==> src/rtl/ipc_params.svh <==
// constants for the idle and power-down controller
// assumes inclusion by bare name from the controller module
`ifndef IPC_PARAMS_SVH
`define IPC_PARAMS_SVH

// ----------------------------------------------------------------------
// register byte offsets
// ----------------------------------------------------------------------
`define IPC_OFS_PWR_CTRL 8'h00
`define IPC_OFS_WAKE_CFG 8'h04
`define IPC_OFS_STATUS 8'h08

// ----------------------------------------------------------------------
// power control register fields
// ----------------------------------------------------------------------
`define IPC_BIT_IDLE 0
`define IPC_BIT_PDOWN 1
`define IPC_BIT_GENERAL_FLAG_ZERO 2
`define IPC_BIT_GENERAL_FLAG_ONE 3

// ----------------------------------------------------------------------
// reset values
// ----------------------------------------------------------------------
`define IPC_RST_PWR_CTRL 4'h0
`define IPC_RST_WAKE_CFG 8'h00

// ----------------------------------------------------------------------
// timing, in clocks of the oscillator-derived clock
// ----------------------------------------------------------------------
`define IPC_RST_HOLD_OSC 24
`define IPC_KBD_WAIT_CLK 1024
`define IPC_RST_HOLD_CYC (`IPC_RST_HOLD_OSC)
`define IPC_KBD_WAIT_CYC (`IPC_KBD_WAIT_CLK)

`endif

==> src/rtl/ipc_pkg.sv <==
// types for the idle and power-down controller
// assumes nothing beyond the params header
package ipc_pkg;

    // ------------------------------------------------------------------
    // controller states, gray along run-idle-pd-wake-kwait
    // ------------------------------------------------------------------
    typedef enum logic [2:0] {
        IPC_RUN = 3'h0,
        IPC_IDLE = 3'h1,
        IPC_PDOWN = 3'h3,
        IPC_WAKE = 3'h2,
        IPC_KWAIT = 3'h6,
        IPC_RESET = 3'h7
    } ipc_state_t;

    // ------------------------------------------------------------------
    // wake source configuration: bit0 pin zero, bit1 pin one, bit2 kbd,
    // bit3 usb
    // ------------------------------------------------------------------
    typedef struct packed {
        logic [3:0] edge_mode;
        logic [3:0] enable;
    } ipc_wake_cfg_t;

    typedef struct packed {
        logic general_flag_one;
        logic general_flag_zero;
        logic pdown;
        logic idle;
    } ipc_pwr_ctrl_t;

endpackage

==> src/rtl/ipc_ctrl.sv <==
// idle and power-down controller with an axi4-lite register slave
// assumes the core stalls while cpu_clk_en is low and takes its
// interrupt itself; wake pins and reset pin are asynchronous
//
// Operation
// - write setting idle bit gates cpu clock right after that write
// - idle stops cpu clock only; peripheral clock keeps running
// - idle keeps all cpu registers by gating, never resetting
// - ports hold their levels while idle
// - address latch and program store strobes forced high in idle
// - enabled interrupt in idle clears idle bit, idle ends
// - after idle wake core resumes at next instruction, no reset
// - two general flags, software writable and readable
// - reset pin low for 24 clocks completes reset
// - power-down stops oscillator after the requesting write
// - power-down keeps ram and registers, no reset applied
// - power-down ends on hardware reset or qualified interrupt
// - only the two wake pins, keyboard and usb can wake power-down
// - wake source counts only if enabled and level or edge
// - keyboard wake waits 1024 clocks before running
// - wake pin low restarts oscillator, release completes exit
// - with both pins, first release completes the exit
// - simultaneous pin wake reports higher priority source
// - after power-down wake core resumes at next instruction
`timescale 1ns/1ps
`include "ipc_params.svh"
module ipc_ctrl (
    input wire logic aclk,
    input wire logic aresetn,
    input wire logic [7:0] s_axi_awaddr,
    input wire logic s_axi_awvalid,
    output logic s_axi_awready,
    input wire logic [31:0] s_axi_wdata,
    input wire logic [3:0] s_axi_wstrb,
    input wire logic s_axi_wvalid,
    output logic s_axi_wready,
    output logic [1:0] s_axi_bresp,
    output logic s_axi_bvalid,
    input wire logic s_axi_bready,
    input wire logic [7:0] s_axi_araddr,
    input wire logic s_axi_arvalid,
    output logic s_axi_arready,
    output logic [31:0] s_axi_rdata,
    output logic [1:0] s_axi_rresp,
    output logic s_axi_rvalid,
    input wire logic s_axi_rready,
    input wire logic irq_pending,
    input wire logic kbd_irq,
    input wire logic usb_irq,
    input wire logic external_irq_zero_n,
    input wire logic external_irq_one_n,
    input wire logic hw_reset_n,
    input wire logic core_ale,
    input wire logic core_program_store_strobe,
    output logic cpu_clk_en,
    output logic periph_clk_en,
    output logic osc_en,
    output logic port_hold,
    output logic ale,
    output logic program_store_strobe,
    output logic core_reset,
    output logic wake_valid,
    output logic [3:0] wake_src
);
    // ------------------------------------------------------------------
    // state and registers
    // ------------------------------------------------------------------
    ipc_pkg::ipc_state_t state;
    ipc_pkg::ipc_state_t next_state;
    ipc_pkg::ipc_pwr_ctrl_t power_control_register;
    ipc_pkg::ipc_pwr_ctrl_t next_pwr;
    ipc_pkg::ipc_wake_cfg_t wake_cfg;
    logic [3:0] wake_latch;
    logic [3:0] next_wake_latch;
    logic [3:0] src_lvl_q;
    logic next_wake_valid;
    logic [3:0] next_wake_src;

    // ------------------------------------------------------------------
    // axi4-lite write channel
    // ------------------------------------------------------------------
    logic aw_held;
    logic w_held;
    logic [7:0] aw_addr;
    logic [31:0] w_data;
    logic [3:0] w_strb;
    logic wr_fire;
    logic wr_pwr;
    logic wr_cfg;
    logic wr_ok;

    assign s_axi_awready = !aw_held && !s_axi_bvalid;
    assign s_axi_wready = !w_held && !s_axi_bvalid;
    assign wr_fire = aw_held && w_held && !s_axi_bvalid;
    assign wr_pwr = wr_fire && (aw_addr == `IPC_OFS_PWR_CTRL) && w_strb[0];
    assign wr_cfg = wr_fire && (aw_addr == `IPC_OFS_WAKE_CFG) && w_strb[0];
    assign wr_ok = (aw_addr == `IPC_OFS_PWR_CTRL)
        || (aw_addr == `IPC_OFS_WAKE_CFG) || (aw_addr == `IPC_OFS_STATUS);

    always_ff @(posedge aclk) begin
        if (!aresetn) begin
            aw_held <= 1'b0;
            aw_addr <= 8'h00;
        end else if (s_axi_awvalid && s_axi_awready) begin
            aw_held <= 1'b1;
            aw_addr <= s_axi_awaddr;
        end else if (wr_fire) begin
            aw_held <= 1'b0;
        end
    end

    always_ff @(posedge aclk) begin
        if (!aresetn) begin
            w_held <= 1'b0;
            w_data <= 32'h0000_0000;
            w_strb <= 4'h0;
        end else if (s_axi_wvalid && s_axi_wready) begin
            w_held <= 1'b1;
            w_data <= s_axi_wdata;
            w_strb <= s_axi_wstrb;
        end else if (wr_fire) begin
            w_held <= 1'b0;
        end
    end

    always_ff @(posedge aclk) begin
        if (!aresetn) begin
            s_axi_bvalid <= 1'b0;
            s_axi_bresp <= 2'h0;
        end else if (wr_fire) begin
            s_axi_bvalid <= 1'b1;
            s_axi_bresp <= wr_ok ? 2'h0 : 2'h2;
        end else if (s_axi_bready) begin
            s_axi_bvalid <= 1'b0;
        end
    end

    // ------------------------------------------------------------------
    // axi4-lite read channel
    // ------------------------------------------------------------------
    logic [31:0] rd_mux;
    logic rd_ok;

    assign s_axi_arready = !s_axi_rvalid;
    assign rd_ok = (s_axi_araddr == `IPC_OFS_PWR_CTRL)
        || (s_axi_araddr == `IPC_OFS_WAKE_CFG)
        || (s_axi_araddr == `IPC_OFS_STATUS);
    assign rd_mux =
        (s_axi_araddr == `IPC_OFS_PWR_CTRL) ?
            {28'h0000000, power_control_register} :
        (s_axi_araddr == `IPC_OFS_WAKE_CFG) ? {24'h000000, wake_cfg} :
        (s_axi_araddr == `IPC_OFS_STATUS) ?
            {25'h0000000, wake_latch, state} : 32'h0000_0000;

    always_ff @(posedge aclk) begin
        if (!aresetn) begin
            s_axi_rvalid <= 1'b0;
            s_axi_rdata <= 32'h0000_0000;
            s_axi_rresp <= 2'h0;
        end else if (s_axi_arvalid && s_axi_arready) begin
            s_axi_rvalid <= 1'b1;
            s_axi_rdata <= rd_mux;
            s_axi_rresp <= rd_ok ? 2'h0 : 2'h2;
        end else if (s_axi_rready) begin
            s_axi_rvalid <= 1'b0;
        end
    end

    // ------------------------------------------------------------------
    // pin synchronisers
    // ------------------------------------------------------------------
    logic [2:0] pins_s;

    ipc_sync #(.W(3)) u_sync (
        .aclk(aclk),
        .aresetn(aresetn),
        .async_in({hw_reset_n, external_irq_one_n, external_irq_zero_n}),
        .sync_out(pins_s)
    );

    // ------------------------------------------------------------------
    // wake qualification
    // ------------------------------------------------------------------
    logic [3:0] src_lvl;
    logic [3:0] src_edge;
    logic [3:0] src_start;
    logic [3:0] src_pick;
    logic any_start;
    logic latched_release;
    logic rst_low;

    // only these four sources exist as wake inputs
    assign src_lvl = {usb_irq, kbd_irq, ~pins_s[1], ~pins_s[0]};
    assign src_edge = src_lvl & ~src_lvl_q;
    assign src_start = wake_cfg.enable
        & ((wake_cfg.edge_mode & src_edge)
        | (~wake_cfg.edge_mode & src_lvl));
    assign any_start = |src_start;
    // lowest index is highest priority
    assign src_pick = wake_latch & (~wake_latch + 4'h1);
    // first released latched source completes exit
    assign latched_release = |(wake_latch & ~src_lvl);
    assign rst_low = !pins_s[2];

    always_ff @(posedge aclk) begin
        if (!aresetn) begin
            src_lvl_q <= 4'h0;
        end else begin
            src_lvl_q <= src_lvl;
        end
    end

    // ------------------------------------------------------------------
    // reset hold and keyboard wait counters
    // ------------------------------------------------------------------
    logic rst_zero;
    logic kbd_zero;
    logic kbd_load;

    ipc_count #(.W(5)) u_rst_cnt (
        .aclk(aclk),
        .aresetn(aresetn),
        .load(!rst_low),
        .load_val(5'(`IPC_RST_HOLD_CYC - 1)),
        .en(rst_low),
        .zero(rst_zero)
    );

    assign kbd_load = (state == ipc_pkg::IPC_WAKE) && wake_latch[2];

    ipc_count #(.W(11)) u_kbd_cnt (
        .aclk(aclk),
        .aresetn(aresetn),
        .load(kbd_load),
        .load_val(11'(`IPC_KBD_WAIT_CYC - 1)),
        .en(state == ipc_pkg::IPC_KWAIT),
        .zero(kbd_zero)
    );

    // ------------------------------------------------------------------
    // mode state machine
    // ------------------------------------------------------------------
    always_comb begin
        next_state = state;
        next_pwr = power_control_register;
        next_wake_latch = wake_latch;
        next_wake_valid = 1'b0;
        next_wake_src = wake_src;
        case (state)
            ipc_pkg::IPC_RUN: begin
                if (power_control_register.pdown) begin
                    next_state = ipc_pkg::IPC_PDOWN;
                end else if (power_control_register.idle) begin
                    next_state = ipc_pkg::IPC_IDLE;
                end
            end
            ipc_pkg::IPC_IDLE: begin
                if (irq_pending) begin
                    next_pwr.idle = 1'b0;
                    next_state = ipc_pkg::IPC_RUN;
                end
            end
            ipc_pkg::IPC_PDOWN: begin
                if (any_start) begin
                    next_wake_latch = src_start;
                    next_state = ipc_pkg::IPC_WAKE;
                end
            end
            ipc_pkg::IPC_WAKE: begin
                if (wake_latch[2]) begin
                    next_state = ipc_pkg::IPC_KWAIT;
                end else if (latched_release) begin
                    next_pwr.pdown = 1'b0;
                    next_wake_valid = 1'b1;
                    next_wake_src = src_pick;
                    next_state = ipc_pkg::IPC_RUN;
                end
            end
            ipc_pkg::IPC_KWAIT: begin
                if (kbd_zero) begin
                    next_pwr.pdown = 1'b0;
                    next_wake_valid = 1'b1;
                    next_wake_src = src_pick;
                    next_state = ipc_pkg::IPC_RUN;
                end
            end
            ipc_pkg::IPC_RESET: begin
                if (!rst_low) begin
                    next_state = ipc_pkg::IPC_RUN;
                end
            end
            default: begin
                next_state = ipc_pkg::IPC_RUN;
            end
        endcase
        // software write wins over a hardware clear
        if (wr_pwr) begin
            next_pwr = ipc_pkg::ipc_pwr_ctrl_t'(w_data[3:0]);
        end
        // held reset overrides every mode
        if (rst_low && rst_zero) begin
            next_state = ipc_pkg::IPC_RESET;
            next_pwr = ipc_pkg::ipc_pwr_ctrl_t'(`IPC_RST_PWR_CTRL);
            next_wake_latch = 4'h0;
        end
    end

    always_ff @(posedge aclk) begin
        if (!aresetn) begin
            state <= ipc_pkg::IPC_RUN;
            power_control_register <=
                ipc_pkg::ipc_pwr_ctrl_t'(`IPC_RST_PWR_CTRL);
            wake_latch <= 4'h0;
            wake_valid <= 1'b0;
            wake_src <= 4'h0;
        end else begin
            state <= next_state;
            power_control_register <= next_pwr;
            wake_latch <= next_wake_latch;
            wake_valid <= next_wake_valid;
            wake_src <= next_wake_src;
        end
    end

    always_ff @(posedge aclk) begin
        if (!aresetn) begin
            wake_cfg <= ipc_pkg::ipc_wake_cfg_t'(`IPC_RST_WAKE_CFG);
        end else if (wr_cfg) begin
            wake_cfg <= ipc_pkg::ipc_wake_cfg_t'(w_data[7:0]);
        end
    end

    // ------------------------------------------------------------------
    // clock gating and pin control
    // ------------------------------------------------------------------
    logic in_run;
    logic in_pdown;

    assign in_run = (state == ipc_pkg::IPC_RUN)
        && !power_control_register.idle
        && !power_control_register.pdown;
    assign in_pdown = (state == ipc_pkg::IPC_PDOWN)
        || (state == ipc_pkg::IPC_WAKE) || (state == ipc_pkg::IPC_KWAIT);
    // gated cpu clock keeps all state
    assign cpu_clk_en = in_run;
    assign periph_clk_en = !in_pdown;
    // oscillator restarts on a wake or a low reset pin
    assign osc_en = (state != ipc_pkg::IPC_PDOWN) || rst_low;
    assign port_hold = !in_run && (state != ipc_pkg::IPC_RESET);
    assign ale = in_run ? core_ale : 1'b1;
    assign program_store_strobe = in_run ?
        core_program_store_strobe : 1'b1;
    assign core_reset = (state == ipc_pkg::IPC_RESET);
endmodule

==> src/rtl/ipc_sync.sv <==
// two-flop synchroniser for asynchronous pins
// assumes pins idle high after reset
`timescale 1ns/1ps
module ipc_sync #(
    parameter int W = 2
) (
    input wire logic aclk,
    input wire logic aresetn,
    input wire logic [W-1:0] async_in,
    output logic [W-1:0] sync_out
);
    logic [W-1:0] meta;

    always_ff @(posedge aclk) begin
        if (!aresetn) begin
            meta <= '1;
            sync_out <= '1;
        end else begin
            meta <= async_in;
            sync_out <= meta;
        end
    end
endmodule

==> src/rtl/ipc_count.sv <==
// loadable down counter that stops at zero
// assumes load has priority over counting
`timescale 1ns/1ps
module ipc_count #(
    parameter int W = 11
) (
    input wire logic aclk,
    input wire logic aresetn,
    input wire logic load,
    input wire logic [W-1:0] load_val,
    input wire logic en,
    output logic zero
);
    logic [W-1:0] cnt;

    assign zero = (cnt == '0);

    always_ff @(posedge aclk) begin
        if (!aresetn) begin
            cnt <= '1;
        end else if (load) begin
            cnt <= load_val;
        end else if (en && !zero) begin
            cnt <= cnt - 1'b1;
        end
    end
endmodule

==> config.mk <==
export PLATFORM = sky130hd
export DESIGN_NAME = ipc_ctrl
export DESIGN_NICKNAME = d
export VERILOG_FILES = /design/src/rtl/ipc_pkg.sv /design/src/rtl/ipc_ctrl.sv /design/src/rtl/ipc_sync.sv /design/src/rtl/ipc_count.sv
export VERILOG_INCLUDE_DIRS = /design/src /design/src/rtl
export SDC_FILE = /design/constraint.sdc
export NUM_CORES = 1
export LEC_CHECK = 0
export ABC_AREA = 1
export BUFFER_PORTS_ARGS = -buffer_cell sky130_fd_sc_hd__buf_2
export CAP_MARGIN = 20
export CORE_MARGIN = 8
export CORE_UTILIZATION = 44
export DETAILED_ROUTE_END_ITERATION = 10
export PLACE_DENSITY = 0.71
export SLEW_MARGIN = 25
export SYNTH_ARGS = -nofsm -noshare
export SYNTH_HDL_FRONTEND = slang
export SYNTH_SLANG_ARGS = --single-unit
==> constraint.sdc <==
create_clock -name aclk -period 3.6 [get_ports aclk]
set_input_delay 0.54 -clock aclk [delete_from_list [all_inputs] [get_ports aclk]]
set_output_delay 0.54 -clock aclk [all_outputs]
set_load 0.01 [all_outputs]
==> run_results.csv, run 1 <==
group,metric,value,unit
outcome,run_status,"complete, no violations",
global_route,met2_usage,25.50,%
global_route,grt_pass1_vias,3161,
synth,synth_simple_gate_area_share,29.27,%
cts,cts_hold_buf,0,
worst_setup_path,worstPathCellList,"nor3_1 -> inv_1 -> nor2_1 -> nand2_1 -> buf_2",
sta,rsz_0062_raised_after_global_routing,"no",
cts,cts_post_setup_buffers_inserted,0,
worst_setup_path,start_kind,"flop",
cts,cts.repair.resized,0,
sta,final.setup_skew,0.008058,ns
placement,globalplace.congestion,0.8565,
synth,netlist_area,0.003749,mm2
worst_setup_path,worstPathRequired,3.06,ns
floorplan,initial_core_util,45.39,%
cells_and_area,flow.area_growth_from_synthesis,13.75,%
synth,synth-compound-area-share,13.05,%
worst_setup_path,path_max_fanout,5,
power_and_ir_drop,power.leakage,1.941,nW
sta,report.final.slew_viol_count,0,
placement,io_buffer_count,66,
detailed_routing,detail_route_antenna_nets,0,
cells_and_area,final_common_cell,"nor2_1",
sta,timing.final.setup_violations,0,
global_route,grtUsageMet1,15.92,%
synth,synthArstFlopShare,0,%
global_route,grt_most_used_layer,"met2",
worst_setup_path,worst-setup-path-type,"flop to primary output",
run,max_cap_violations,0,
synth,synth_sequential_area_ratio,43.26,%
worst_setup_path,worst_path_max_stage_delay,0.38,ns
floorplan,die_y,108.3,um
cts,cts_root_buf,"clkbuf_8",
global_route,grt_first_pass_wirelength,13650,um
cells_and_area,fillCellCount,876,
detailed_routing,finalWirelength,8180,um
sta,timing.final.crit_period,2.059,ns
power_and_ir_drop,max-vdd-ir-drop,0.0002268,V
placement,place_ws,1.790,ns
cells_and_area,area.sequential,0.001622,mm2
synth,synth_top_family_by_area,"simple AND/OR/NAND/NOR gates",
floorplan,floorplan.rows,33,
worst_setup_path,worst_path_max_delay_cell,"dfxtp_1",
floorplan,core_area,0.008258,mm2
floorplan,dieArea,0.01173,mm2
synth,synth_seq_cells,81,
detailed_routing,drt_pre_antenna_iters,4,
sta,final_tns_setup,0,ns
cells_and_area,final_layout_size_suffix_gt1_share,20.58,%
cts,cts_made_buffers,9,
synth,yosys.area_share.xor_xnor,1.168,%
cts,clk-insertion-delay-late,0.36,ns
floorplan,dieWidth,108.3,um
global_route,globalRoute.totalOverflow,0,
cells_and_area,finalNetCount,648,
worst_setup_path,timing.critical_path.to_type,"primary output",
worst_setup_path,timing.critical_path.arrival,1.52,ns
synth,ys.warnings.count,0,
sta,max_freq,0.4857,GHz
cts,worst_setup_hold_path_clk_slew,0.09,ns
cts,cts_tree,"done",
detailed_routing,route.detailed.wl_per_inst,11.89,um
cells_and_area,post-route-util,51.64,%
global_route,grt_antenna_before_repair,0,
power_and_ir_drop,pwr_density,464.3,mW/mm2
cts,clkSinkCount,81,
synth,yosys_most_used_dff,"dfxtp_1",
cells_and_area,most-common-layout-cells,"nor2_1, nand2_1, dfxtp_1",
synth,synth.avg_cell_area,7.350,um2
cells_and_area,antennaDiodeCount,0,
sta,fin_crit_sh,57.19,%
global_route,grt_start_max_net_pins,41,
synth,yosysUniqueCellTypes,42,
detailed_routing,detailroute.via_count,3279,
cts,cts_htree_levels,3,
placement,hpwlAfterDp,6357,um
detailed_routing,initialDrtViolationCount,99,
cells_and_area,total_area_of_multi_input_combinational_cells,0.001765,mm2
sta,hold_violations,0,
cts,clock_tree.buffer_depth,2,
synth,yosys-mux-area-fraction,0,%
detailed_routing,post_drt_via_cell_ratio,4.766,
global_route,global_route.usage.met3,3.926,%
global_route,grt_use_total,14.36,%
detailed_routing,detailed_route_drc_error_count,0,
sta,worst_slack,1.541,ns
synth,synth_adder_area_share,1.001,%
floorplan,boundaryPins,120,
synth,syn-instance-count,510,
synth,synth_enable_flop_cells,0,
hold_path,timing.hold.worst.class,"input port to flop",
[registers in the layout, summed over array words and instances, names as in the netlist, 3 cells and up]
| signal | flops |
|---|---|
| w_data | 8 |
| state | 3 |
| wake_latch | 4 |
| aw_addr | 8 |
| wake_src | 4 |
| u_kbd_cnt.cnt | 11 |
| src_lvl_q | 4 |
| power_control_register | 4 |
| s_axi_rdata | 8 |
| u_sync.meta | 3 |
| u_sync.sync_out | 3 |
| u_rst_cnt.cnt | 5 |
| wake_cfg | 8 |
[cell usage after synthesis, types with 2 or more instances]
master,n,area (um2)
buf_4,26,195.2
nor3_1,8,40.04
dfxtp_1,81,1622
o211ai_1,6,45.04
o21ai_0,42,210.2
nand2_1,82,307.8
a21oi_1,20,100.1
nor2_4,3,33.78
nor2_2,5,31.28
nand4_2,2,25.02
a21oi_2,2,17.52
ha_1,3,37.54
nand4_1,5,31.28
o21ai_1,12,60.06
inv_2,7,26.28
or2_2,6,37.54
nand3_1,22,110.1
nand3b_1,3,22.52
xor2_1,5,43.79
nand2_2,5,31.28
inv_1,47,176.4
clkbuf_1,9,33.78
o22ai_1,2,12.51
nor2_1,88,330.3
a31oi_1,2,12.51
[worst paths after layout]
kind	from	to	slack, ns	cells after the start
setup / recovery	state[2]	program_store_strobe	1.54	5
hold / removal	external_irq_zero_n	u_sync.meta[0]	0.36	2
setup reg to reg	u_rst_cnt.cnt[0]	state[0]	1.90	12
hold reg to reg	u_sync.meta[2]	u_sync.sync_out[2]	0.42	1
[critical path: cells and delay by family (launching register included)]
family / cells / cell delay (ns)
flip-flops: 1 / 0.38
buffers and inverters: 2 / 0.27
AND/OR/NAND/NOR: 3 / 0.51
[power breakdown]
part	internal, W	leakage, nW	switching [W]	total, W
Clock	0.000255	0.0858	0.000343	0.000598
Combinational	0.000137	1.19	0.000248	0.000385
Sequential	0.000953	0.663	0.0000438	0.000997
Total	0.00134	1.94	0.000635	0.00198
[final cells by class]
| class | instances | share of cell area [%] |
|---|---|---|
| multi-input cells | 361 | 41.40 |
| clock inverters | 7 | 1.291 |
| flip-flops and latches | 81 | 38.03 |
| well taps | 105 | 3.081 |
| clock buffers | 9 | 2.905 |
| repair buffers | 68 | 8.099 |
| inverters | 57 | 5.194 |
[layer usage]
metal  up-vias  wire length, um
met5         -                0
met1      1478             3594
met2        65             4019
li1       1725                -
met4         0              129
met3        11              437
[stage by stage]
stage          hold slack (ns)  power [W]  cells  area (um2)
2_1_floorplan           0.3925   0.001301    535        3842
3_3_place_gp            0.3964   0.001394    672        4085
6_report                0.3610   0.001980    688        4264
3_5_place_dp            0.4012   0.001405    672        4085
4_1_cts                 0.3462   0.002006    688        4264
5_1_grt                 0.3455   0.002100    688        4264
[cells by family (layout without fill, tap and decap cells)]
family | after synthesis | count (layout)
other | 1 | 26
buffers and inverters | 93 | 141
flip-flops | 81 | 81
AND/OR/NAND/NOR | 237 | 237
adder cells (fa/ha/maj) | 3 | 3
XOR/XNOR | 5 | 5
AO/OA/AOI/OAI | 90 | 90
(Power assumes the default switching activity.)
==> inputs of run 2 (changes only) <==
- clock period: 3.6 -> 1.9 ns (I/O delays scaled with it)
==> run 2 against run 1 <==
  * Utilization increased by 0.74 points
  * Hold slack got worse by 0.25 ns
  * Combinational power increased by 91%
  * Clock power increased by 110%
  * Cell count increased by 0.58%
  * Critical endpoint unchanged
  * Largest power group unchanged
==> run_results.csv, run 2 (synthesized netlist as in run 1, its figures left out) <==
group,metric,value,unit
outcome,run_status,"complete, no violations",
worst_setup_path,path_max_fanout,5,
sta,max_freq,0.5511,GHz
floorplan,dieArea,0.01173,mm2
cts,cts_root_buf,"clkbuf_8",
sta,hold_violations,0,
floorplan,core_area,0.008258,mm2
cells_and_area,finalInstanceArea,0.004325,mm2
detailed_routing,route.detailed.wl_per_inst,12.02,um
cts,cts_made_buffers,9,
cells_and_area,largest_reg_flops,11,
floorplan,dieWidth,108.3,um
worst_setup_path,cp_num_buf_inv,2,
global_route,grt_first_pass_wirelength,13830,um
worst_setup_path,critical-path-top-delay-family,"simple AND/OR/NAND/NOR gates",
global_route,grt_start_max_net_pins,41,
detailed_routing,finalWirelength,8319,um
cells_and_area,fillCellCount,844,
cells_and_area,final_layout_size_suffix_gt1_share,21.47,%
detailed_routing,detail_route_antenna_nets,0,
cts,clock_tree.buffer_depth,2,
worst_setup_path,worstPathRequired,1.62,ns
cells_and_area,flow.area_growth_from_synthesis,15.39,%
floorplan,initial_core_util,45.39,%
placement,globalplace.congestion,0.8537,
worst_setup_path,worstPathCellList,"nor3_2 -> inv_1 -> nor2_1 -> nand2_1 -> buf_2",
detailed_routing,detailroute.via_count,3285,
cts,cts_tree,"done",
hold_path,timing.hold.worst.class,"input port to flop",
detailed_routing,post_drt_via_cell_ratio,4.747,
cells_and_area,most-common-layout-cells,"nor2_1, nand2_1, dfxtp_1",
sta,final_tns_setup,0,ns
global_route,globalRoute.totalOverflow,0,
detailed_routing,detailed_route_drc_error_count,0,
sta,report.final.slew_viol_count,0,
sta,rsz_0062_raised_after_global_routing,"no",
sta,final.setup_skew,0.009140,ns
placement,io_buffer_count,66,
detailed_routing,initialDrtViolationCount,107,
floorplan,floorplan.rows,33,
cts,clk-insertion-delay-late,0.36,ns
cts,clkSinkCount,81,
global_route,grt_antenna_before_repair,0,
worst_setup_path,worst_path_max_stage_delay,0.40,ns
placement,postPlaceCellArea,0.004100,mm2
placement,hpwlAfterDp,6416,um
worst_setup_path,timing.critical_path.arrival,1.53,ns
power_and_ir_drop,pwr_density,896.3,mW/mm2
floorplan,die_y,108.3,um
global_route,grt_use_total,14.43,%
worst_setup_path,timing.critical_path.to_type,"primary output",
cts,worst_setup_hold_path_clk_slew,0.09,ns
cells_and_area,finalNetCount,652,
cts,cts_htree_levels,3,
power_and_ir_drop,max-vdd-ir-drop,0.0003889,V
sta,timing.final.crit_period,1.815,ns
worst_setup_path,worst-setup-path-type,"flop to primary output",
run,max_cap_violations,0,
worst_setup_path,worst_path_max_delay_cell,"dfxtp_1",
detailed_routing,drt_pre_antenna_iters,4,
floorplan,boundaryPins,120,
cts,cts_hold_buf,0,
global_route,grt_pass1_vias,3162,
sta,timing.final.setup_violations,0,
cells_and_area,antennaDiodeCount,0,
sta,fin_crit_sh,95.50,%
power_and_ir_drop,power.leakage,1.975,nW
cells_and_area,final_common_cell,"nor2_1",
worst_setup_path,start_kind,"flop",
cells_and_area,top_register_by_number_of_flip_flops,"u_kbd_cnt.cnt",
## run 2: what timing repair did
| item | CTS | global route |
|---|---|---|
| endpoints found under the hold margin | 0 | 0 |
| resized for setup | 0 | 3 |
| endpoints found under the setup margin | 0 | 7 |
| buffers inserted | 0 | 2 |
## run 2: metrics by stage
stage	hold WS [ns]	power, W	worst slack (ns)	std cells	utilization (%)
final	0.1099	0.003877	0.08549	692	52.38
after CTS	0.09103	0.003914	0.03824	690	52.02
after global placement	0.3960	0.002646	0.2890	674	49.65
after detailed placement	0.4069	0.002666	0.2238	674	49.65
after global routing	0.09527	0.004107	0.009115	692	52.38
after floorplan	0.3785	0.002465	0.4291	535	-
## run 2: where the power goes
group | total (W) | switching (W) | internal [W]
combinational | 0.000736 | 0.000471 | 0.000265
sequential | 0.00190 | 0.0000887 | 0.00181
clock | 0.00125 | 0.000701 | 0.000545
## run 2: cell type report
cell class                 instances  area, um2  area share [%]
timing repair buffer              72      375.4           8.678
clock inverter                     6      57.56           1.331
multi-input combinational        361       1780           41.16
inverter                          57      221.5           5.120
sequential                        81       1622           37.49
tap                              105      131.4           3.037
clock buffer                      10      137.6           3.182
## run 2: per-layer routing
layer / track usage [%] / up-vias / routed length, um
li1: - / 1728 / -
met1: 16.09 / 1486 / 3636
met2: 25.54 / 60 / 4149
met3: 4.640 / 11 / 439
met4: 4.399 / 0 / 94
met5: 0 / - / 0
## run 2: path summary, 6_finish.rpt
path / startpoint / to / slack (ns) / depth (start not counted)
hold / removal: hw_reset_n / u_sync.meta[2] / 0.11 / 2
setup / recovery: state[2] / program_store_strobe / 0.09 / 5
setup reg to reg: u_rst_cnt.cnt[0] / state[2] / 0.26 / 11
hold reg to reg: u_sync.meta[2] / u_sync.sync_out[2] / 0.42 / 1
## run 2: worst reg2reg max path: stages (launching register included)
cell     delay [ns]
dfxtp_1        0.32
inv_1          0.12
ha_1           0.17
inv_1          0.05
nor2_2         0.14
nand3_4        0.14
buf_4          0.16
nand3_1        0.08
nand4_2        0.17
nand2_1        0.10
nand2_1        0.05
nor2_1         0.10
